--- src/rtl/safety_inputs_pkg.sv ---
// Constants, types and helpers shared by the safety input block
package safety_inputs_pkg;

  // ----------------------------------------------------------------
  // Node address
  // ----------------------------------------------------------------
  localparam int        ADDR_BITS   = 5;
  localparam int        CAN_ID_W    = 7;
  localparam logic [6:0] CAN_ID_BASE = 7'h50;

  // ----------------------------------------------------------------
  // Register map, byte addresses
  // ----------------------------------------------------------------
  localparam int         ADR_W        = 4;
  localparam logic [3:0] REG_CTRL     = 4'h0;
  localparam logic [3:0] REG_STATUS   = 4'h4;
  localparam logic [3:0] REG_IRQ_STAT = 4'h8;
  localparam logic [3:0] REG_IRQ_MASK = 4'hC;

  // Control register bits; start, stop and ack are write-only pulses
  localparam int CTRL_PERMIT_EN = 0;
  localparam int CTRL_START     = 1;
  localparam int CTRL_STOP      = 2;
  localparam int CTRL_FAULT_ACK = 3;

  // Status register fields
  localparam int STAT_CAN_ID_LSB = 0;
  localparam int STAT_ADDR_VALID = 7;
  localparam int STAT_RUNNING    = 8;
  localparam int STAT_FAULT      = 9;
  localparam int STAT_ESTOP      = 10;
  localparam int STAT_DISCHARGE  = 11;
  localparam int STAT_ESTOP_LINE = 12;
  localparam int STAT_PERMIT     = 13;
  localparam int STAT_CHAIN      = 14;
  localparam int STAT_PERMIT_EN  = 15;

  // Interrupt status and mask bits
  localparam int IRQ_W           = 4;
  localparam int IRQ_ESTOP       = 0;
  localparam int IRQ_REFUSED     = 1;
  localparam int IRQ_CHAIN       = 2;
  localparam int IRQ_PERMIT_STOP = 3;

  // ----------------------------------------------------------------
  // Timing
  // ----------------------------------------------------------------
  localparam int CLK_HZ            = 10_000_000;
  localparam int DISCHARGE_TIME_MS = 1000;
  localparam int DISCHARGE_CYCLES  = (CLK_HZ / 1000) * DISCHARGE_TIME_MS;
  localparam int DIS_CNT_W         = 24;

  // ----------------------------------------------------------------
  // Types
  // ----------------------------------------------------------------
  typedef enum logic [1:0] {
    ST_STANDBY,
    ST_RUNNING,
    ST_FAULT,
    ST_ESTOP
  } run_state_t;

  typedef struct packed {
    logic estop;
    logic permit;
    logic chain_low;
  } line_bits_t;

  typedef struct packed {
    run_state_t           st;
    logic                 permit_en;
    logic [IRQ_W-1:0]     irq_stat;
    logic [IRQ_W-1:0]     irq_mask;
    logic [DIS_CNT_W-1:0] dis_cnt;
    logic                 chain_prev;
    logic                 discharge;
    logic                 power_en;
    logic                 fault_out;
    logic                 chain_drive;
    logic                 irq;
    logic                 ack;
    logic [31:0]          rdata;
  } main_state_t;

  function automatic logic [6:0] can_id_of(input logic [4:0] addr);
    can_id_of = CAN_ID_BASE + {2'h0, addr};
  endfunction : can_id_of

endpackage : safety_inputs_pkg

--- src/rtl/input_sync.sv ---
// Two-stage synchroniser for the asynchronous control lines
module input_sync
  import safety_inputs_pkg::*;
#(
  parameter int W = 3
) (
  // Clock and reset
  input  wire logic         clk,
  input  wire logic         rst,
  input  wire logic         ce,
  // Lines
  input  wire logic [W-1:0] d,
  output logic      [W-1:0] q
);

  typedef struct packed {
    logic [W-1:0] s1;
    logic [W-1:0] s2;
  } sync_state_t;

  sync_state_t r;
  sync_state_t n;

  // First stage feeds only the second stage
  always_comb begin
    n    = r;
    n.s1 = d;
    n.s2 = r.s1;
  end

  always_ff @(posedge clk) begin
    if (rst) begin
      r <= '0;
    end else if (ce) begin
      r <= n;
    end
  end

  assign q = r.s2;
endmodule : input_sync

--- src/rtl/safety_inputs.sv ---
// Node address, emergency stop, charge permission and chain fault logic
module safety_inputs
  import safety_inputs_pkg::*;
#(
  parameter int DIS_HOLD_CYCLES = DISCHARGE_CYCLES
) (
  // Clock, reset, enable
  input  wire logic                clk,
  input  wire logic                rst,
  input  wire logic                ce,
  // Wishbone classic slave
  input  wire logic                wb_cyc_i,
  input  wire logic                wb_stb_i,
  input  wire logic                wb_we_i,
  input  wire logic [ADR_W-1:0]    wb_adr_i,
  input  wire logic [3:0]          wb_sel_i,
  input  wire logic [31:0]         wb_dat_i,
  output logic      [31:0]         wb_dat_o,
  output logic                     wb_ack_o,
  // Address straps, high when tied to the isolated return
  input  wire logic                node_addr_bit0,
  input  wire logic                node_addr_bit1,
  input  wire logic                node_addr_bit2,
  input  wire logic                node_addr_bit3,
  input  wire logic                node_addr_bit4,
  // Control lines
  input  wire logic                emergency_stop_in,
  input  wire logic                charge_permit_in,
  // Shared open-drain fault line, low means fault
  input  wire logic                chain_fault_line_in,
  output logic                     chain_fault_line_out,
  output logic                     chain_fault_line_oe,
  // Power stage control and status
  output logic                     power_enable,
  output logic                     fast_discharge_en,
  output logic                     fault,
  output logic      [CAN_ID_W-1:0] can_node_id,
  output logic                     node_addr_valid,
  output logic                     irq
);

  // ----------------------------------------------------------------
  // Input conditioning
  // ----------------------------------------------------------------
  line_bits_t           lines;
  logic [2:0]           lines_raw;
  logic [2:0]           lines_sync;
  logic [ADDR_BITS-1:0] node_addr;
  logic [ADDR_BITS-1:0] straps;

  assign straps = {node_addr_bit4, node_addr_bit3, node_addr_bit2,
                   node_addr_bit1, node_addr_bit0};
  // Floating emergency input arrives here as a high level
  assign lines_raw = {emergency_stop_in, charge_permit_in,
                      ~chain_fault_line_in};
  assign lines     = line_bits_t'(lines_sync);

  input_sync #(
    .W (3)
  ) u_sync (
    .clk (clk),
    .rst (rst),
    .ce  (ce),
    .d   (lines_raw),
    .q   (lines_sync)
  );

  strap_capture u_strap (
    .clk       (clk),
    .rst       (rst),
    .ce        (ce),
    .straps    (straps),
    .node_addr (node_addr),
    .can_id    (can_node_id),
    .valid     (node_addr_valid)
  );

  // ----------------------------------------------------------------
  // State
  // ----------------------------------------------------------------
  main_state_t r;
  main_state_t n;

  logic             access;
  logic             wr_ctrl;
  logic             rd_irq;
  logic             start_cmd;
  logic             stop_cmd;
  logic             ack_cmd;
  logic             permit_block;
  logic             chain_seen;
  logic [IRQ_W-1:0] ev;
  logic [31:0]      status_word;

  always_comb begin
    status_word = '0;
    status_word[STAT_CAN_ID_LSB +: CAN_ID_W] = can_node_id;
    status_word[STAT_ADDR_VALID] = node_addr_valid;
    status_word[STAT_RUNNING]    = r.st == ST_RUNNING;
    status_word[STAT_FAULT]      = r.st == ST_FAULT;
    status_word[STAT_ESTOP]      = r.st == ST_ESTOP;
    status_word[STAT_DISCHARGE]  = r.discharge;
    status_word[STAT_ESTOP_LINE] = lines.estop;
    status_word[STAT_PERMIT]     = lines.permit;
    status_word[STAT_CHAIN]      = lines.chain_low;
    status_word[STAT_PERMIT_EN]  = r.permit_en;
  end

  // ----------------------------------------------------------------
  // Bus decode and next state
  // ----------------------------------------------------------------
  always_comb begin
    n      = r;
    ev     = '0;
    access = wb_cyc_i & wb_stb_i & ~r.ack;
    wr_ctrl = access & wb_we_i & wb_sel_i[0] & (wb_adr_i == REG_CTRL);
    rd_irq  = access & ~wb_we_i & (wb_adr_i == REG_IRQ_STAT);
    start_cmd = wr_ctrl & wb_dat_i[CTRL_START];
    stop_cmd  = wr_ctrl & wb_dat_i[CTRL_STOP];
    ack_cmd   = wr_ctrl & wb_dat_i[CTRL_FAULT_ACK];
    permit_block = r.permit_en & ~lines.permit;
    // Our own drive is excluded so a local fault is not seen twice
    chain_seen   = lines.chain_low & ~r.chain_drive;

    n.ack   = access;
    n.rdata = '0;
    if (access && !wb_we_i) begin
      case (wb_adr_i)
        REG_CTRL: begin
          n.rdata[CTRL_PERMIT_EN] = r.permit_en;
        end
        REG_STATUS: begin
          n.rdata = status_word;
        end
        REG_IRQ_STAT: begin
          n.rdata[IRQ_W-1:0] = r.irq_stat;
        end
        REG_IRQ_MASK: begin
          n.rdata[IRQ_W-1:0] = r.irq_mask;
        end
        default: begin
          n.rdata = '0;
        end
      endcase
    end
    if (wr_ctrl) begin
      n.permit_en = wb_dat_i[CTRL_PERMIT_EN];
    end
    if (access && wb_we_i && wb_sel_i[0] &&
        wb_adr_i == REG_IRQ_MASK) begin
      n.irq_mask = wb_dat_i[IRQ_W-1:0];
    end

    n.chain_prev = chain_seen;
    if (chain_seen && !r.chain_prev) begin
      ev[IRQ_CHAIN] = 1'b1;
    end

    // Emergency stop overrides every state and every command
    if (lines.estop) begin
      n.st      = ST_ESTOP;
      n.dis_cnt = DIS_CNT_W'(DIS_HOLD_CYCLES);
      if (r.st != ST_ESTOP) begin
        ev[IRQ_ESTOP] = 1'b1;
      end
    end else begin
      case (r.st)
        ST_STANDBY: begin
          if (start_cmd) begin
            if (permit_block) begin
              n.st = ST_FAULT;
              ev[IRQ_REFUSED] = 1'b1;
            end else if (chain_seen) begin
              ev[IRQ_REFUSED] = 1'b1;
            end else begin
              n.st = ST_RUNNING;
            end
          end
        end
        ST_RUNNING: begin
          if (stop_cmd) begin
            n.st = ST_STANDBY;
          end else if (permit_block) begin
            n.st = ST_STANDBY;
            ev[IRQ_PERMIT_STOP] = 1'b1;
          end else if (chain_seen) begin
            n.st = ST_STANDBY;
          end
        end
        ST_FAULT: begin
          if (ack_cmd) begin
            n.st = ST_STANDBY;
          end
        end
        ST_ESTOP: begin
          // Discharge stays on for the full hold after the line clears
          if (r.dis_cnt == '0) begin
            n.st = ST_STANDBY;
          end else begin
            n.dis_cnt = r.dis_cnt - 1'b1;
          end
        end
        default: begin
          n.st = ST_STANDBY;
        end
      endcase
    end

    n.power_en    = n.st == ST_RUNNING;
    n.discharge   = n.st == ST_ESTOP;
    n.fault_out   = n.st == ST_FAULT;
    n.chain_drive = n.st == ST_FAULT;

    // A read clears, but an event in the same cycle survives
    n.irq_stat = (r.irq_stat & ~{IRQ_W{rd_irq}}) | ev;
    n.irq      = |(n.irq_stat & n.irq_mask);
  end

  always_ff @(posedge clk) begin
    if (rst) begin
      r <= '0;
    end else if (ce) begin
      r <= n;
    end
  end

  // ----------------------------------------------------------------
  // Outputs
  // ----------------------------------------------------------------
  assign wb_dat_o             = r.rdata;
  assign wb_ack_o             = r.ack;
  assign power_enable         = r.power_en;
  assign fast_discharge_en    = r.discharge;
  assign fault                = r.fault_out;
  assign chain_fault_line_oe  = r.chain_drive;
  assign chain_fault_line_out = 1'b0;
  assign irq                  = r.irq;
endmodule : safety_inputs

--- src/rtl/strap_capture.sv ---
// Boot-time capture of the strap address and its CAN identifier
module strap_capture
  import safety_inputs_pkg::*;
(
  // Clock and reset
  input  wire logic                 clk,
  input  wire logic                 rst,
  input  wire logic                 ce,
  // Straps, bit 0 least significant
  input  wire logic [ADDR_BITS-1:0] straps,
  // Result
  output logic      [ADDR_BITS-1:0] node_addr,
  output logic      [CAN_ID_W-1:0]  can_id,
  output logic                      valid
);

  typedef struct packed {
    logic                 valid;
    logic [ADDR_BITS-1:0] addr;
    logic [CAN_ID_W-1:0]  id;
  } strap_state_t;

  strap_state_t r;
  strap_state_t n;

  // Straps move only with hands on the connector, so one sample is kept
  always_comb begin
    n = r;
    if (!r.valid) begin
      n.valid = 1'b1;
      n.addr  = straps;
      n.id    = can_id_of(straps);
    end
  end

  always_ff @(posedge clk) begin
    if (rst) begin
      r <= '0;
    end else if (ce) begin
      r <= n;
    end
  end

  assign node_addr = r.addr;
  assign can_id    = r.id;
  assign valid     = r.valid;
endmodule : strap_capture

--- config.mk ---
export PLATFORM = sky130hd
export DESIGN_NAME = safety_inputs
export DESIGN_NICKNAME = d
export VERILOG_FILES = /design/src/rtl/safety_inputs_pkg.sv /design/src/rtl/input_sync.sv /design/src/rtl/safety_inputs.sv /design/src/rtl/strap_capture.sv
export SDC_FILE = /design/constraint.sdc
export NUM_CORES = 1
export LEC_CHECK = 0
export BUFFER_PORTS_ARGS = -buffer_cell sky130_fd_sc_hd__buf_2
export CAP_MARGIN = 10
export CORE_ASPECT_RATIO = 0.5
export CORE_MARGIN = 5
export CORE_UTILIZATION = 43
export CTS_CLUSTER_DIAMETER = 120
export CTS_CLUSTER_SIZE = 40
export DETAILED_ROUTE_END_ITERATION = 10
export PLACE_DENSITY = 0.7
export SYNTH_ARGS = -nofsm -noshare
export SYNTH_HDL_FRONTEND = slang
export SYNTH_HIERARCHICAL = 1
export SYNTH_SLANG_ARGS = --single-unit
export TNS_END_PERCENT = 20
--- constraint.sdc ---
create_clock -name clk -period 2 [get_ports clk]
set_input_delay 0.3 -clock clk [delete_from_list [all_inputs] [get_ports clk]]
set_output_delay 0.3 -clock clk [all_outputs]
set_load 0.02 [all_outputs]
==> results.py <==
metrics = {
    "floorplanning": {
        "io_pins": 101,
        "initial_core_util_pct": 44.7,
        "die_x_um": 140,
        "dieArea_um2": 10500,
        "die_y_um": 74.9,
        "row_count": 23,
        "core_um2": 8120,
    },
    "setup_path": {
        "path_buf_inv": 2,
        "r2r_start": "r[39]$_SDFFE_PP0P_",
        "start_kind": "flop",
        "regToRegEndpoint": "r[57]$_SDFFE_PP0P_",
        "worst_ep_required_time_ns": 2.27,
        "cp_max_fo": 5,
        "cp_top_family": "simple AND/OR/NAND/NOR gates",
        "r2r_slack_ns": -0.04,
        "arrival_ns": 2.31,
        "worst-r2r-cell-count": 8,
        "setup.worst_path.end_class": "flop",
        "cp_slowest_cell": "or4b_4",
        "critPathMaxStageDelay_ns": 0.49,
        "worstSetupPathType": "reg -> reg",
        "path_cells": "inv_2 > ha_4 > or4b_4 > nor3b_4 > buf_4 > o211ai_4 > or3_1 > a21oi_1",
    },
    "clock_tree": {
        "cts_buffers": 9,
        "clkTransAtPathRegs_ns": 0.06,
        "clk-insertion-delay-late_ns": 0.34,
        "h-tree-depth": 3,
        "clk_path_buf_depth": 2,
        "root_buffer": "clkbuf_16",
        "clock-sinks": 71,
        "postCtsHoldBufs": 0,
        "cts_tree": "yes",
    },
    "outcome": {
        "violations": "negative setup slack",
        "outcome": "finished, violations left",
    },
    "placement": {
        "dp_slack_ns": -0.118,
        "routabilityCongestion": 0.886,
        "dp_hpwl_um": 5690,
        "numPortBuffers": 52,
    },
    "logic_synthesis": {
        "synth.avg_cell_area_um2": 8.78,
        "yosysWarnings": 6,
        "syn_inst": 413,
        "netlist_area_um2": 3630,
    },
    "routing": {
        "dr.pass1.iters": 4,
        "drt_iter0_drc": 187,
        "wl_per_cell_um": 14.8,
        "drc_errors": 0,
        "via_per_inst": 5.44,
        "finalWirelength_um": 8560,
        "drtAntennaViolNets": 0,
        "vias": 3154,
    },
    "cells_and_area": {
        "syn_to_final_growth_pct": 22.3,
        "fin_util_pct": 54.7,
        "drive_above_1_share_pct": 32.7,
        "fill_cells": 760,
        "diodes": 0,
        "fin_nets": 518,
    },
    "sta": {
        "finalHoldViolations": 0,
        "worst_slack_ns": -0.0414,
        "setup_viol": 7,
        "clock_skew_ns": 0.00377,
        "drv_slew": 0,
        "rsz0062_at_grt": "true",
        "finalCritPeriodShare_pct": 102,
        "fin_crit_ns": 2.04,
        "max_freq_ghz": 0.490,
    },
    "global_route": {
        "grt_max_degree": 45,
        "grt_overflow": 0,
        "track_usage_pct": 16.1,
        "grt_pass1_wl_um": 13300,
        "grt_pass1_vias": 2825,
        "grt_antenna_before_repair": 0,
    },
    "min_path": {
        "hold_path.class": "in -> reg",
        "hold_path_end": "u_sync/n[1]$_SDFFE_PP0P_",
        "hold_depth": 3,
        "hp-start": "charge_permit_in",
    },
    "pwr": {
        "power_leakage_nw": 1.81,
        "power.density_nw_per_um2": 851,
        "vdd_drop_max_mv": 0.504,
    },
    "run": {
        "max_cap_viol_count": 0,
    },
}
## worst min-delay path, cell delays in order
cell and delay [ns]:
buf_2 0.08, mux2i_1 0.05, nor2_1 0.07
## layout by cell type (no fill, tap or decap), types with 4 or more instances in the layout
cell type	count
o31ai_1	9
clkbuf_16	9
nand4_1	5
a21oi_1	20
inv_1	9
buf_4	26
buf_2	52
dfxtp_1	69
mux2_2	6
nand2_1	22
o21ai_0	11
nand3_1	11
mux2i_1	9
or4_1	5
or3_1	9
o21ai_1	5
a2bb2oi_1	4
a22oi_1	14
a32oi_1	5
or2_2	9
conb_1	17
a31oi_1	7
nor2_1	38
or4_4	5
nand4bb_1	5
nand2b_1	9
a21oi_2	7
## flip-flops by register name, summed over array words and instances (netlist names)
signal / count
r: 36
wb_dat_o: 16
u_strap/can_id: 7
u_sync/n: 3
u_sync/q: 3
chain_fault_line_oe: 1
fast_discharge_en: 1
irq: 1
power_enable: 1
u_strap/valid: 1
wb_ack_o: 1
## final cells by class
type	count	area, um^2	area share [%]
Tap cell	112	140	3.16
Clock inverter	4	52.6	1.18
Inverter	11	41.3	0.931
Multi-Input combinational cell	288	1990	44.9
Sequential cell	71	1420	32.1
Clock buffer	12	267	6.01
Timing Repair Buffer	82	518	11.7
## metrics by stage
| step | area [um^2] | power [W] | hold slack [ns] | TNS (ns) | std cells |
|---|---|---|---|---|---|
| after floorplan | 3690 | 0.00190 | 0.372 | 0 | 429 |
| after global placement | 3940 | 0.00202 | 0.454 | -0.158 | 560 |
| after detailed placement | 3940 | 0.00203 | 0.459 | -0.352 | 560 |
| after CTS | 4310 | 0.00375 | 0.188 | -0.372 | 579 |
| after global routing | 4440 | 0.00393 | 0.198 | -0.703 | 580 |
| final | 4440 | 0.00377 | 0.195 | -0.181 | 580 |
## worst max path at each step
| stage | from | to | slack (ns) | cells after the start |
|---|---|---|---|---|
| floorplan | r[39]$_SDFFE_PP0P_ | r[53]$_SDFFE_PP0P_ | 0.08 | 8 |
| global placement | r[39]$_SDFFE_PP0P_ | r[59]$_SDFFE_PP0P_ | -0.06 | 7 |
| detailed placement | r[39]$_SDFFE_PP0P_ | r[59]$_SDFFE_PP0P_ | -0.12 | 7 |
| CTS | r[40]$_SDFFE_PP0P_ | r[59]$_SDFFE_PP0P_ | -0.08 | 7 |
| global route | r[39]$_SDFFE_PP0P_ | r[61]$_SDFFE_PP0P_ | -0.11 | 7 |
| finish | r[39]$_SDFFE_PP0P_ | r[57]$_SDFFE_PP0P_ | -0.04 | 8 |
## timing repair
action	CTS	global route
pin swaps	7	16
gates cloned	1	0
setup buffers	2	1
gates resized for setup	5	30
setup endpoints to repair	9	26
## power by group
group	internal (W)	leakage (nW)	switching, W
logic	0.000241	1.08	0.000358
registers	0.00146	0.577	0.0000438
clock network	0.00107	0.147	0.000604
total	0.00277	1.81	0.00101
## metal layers
layer	global-route usage (%)	vias up	routed length (um)
li1	-	1571	-
met1	19.3	1492	3810
met2	26.4	74	4060
met3	6.03	17	499
met4	7.73	0	195
met5	0	-	0
(Power assumes the default switching activity.)
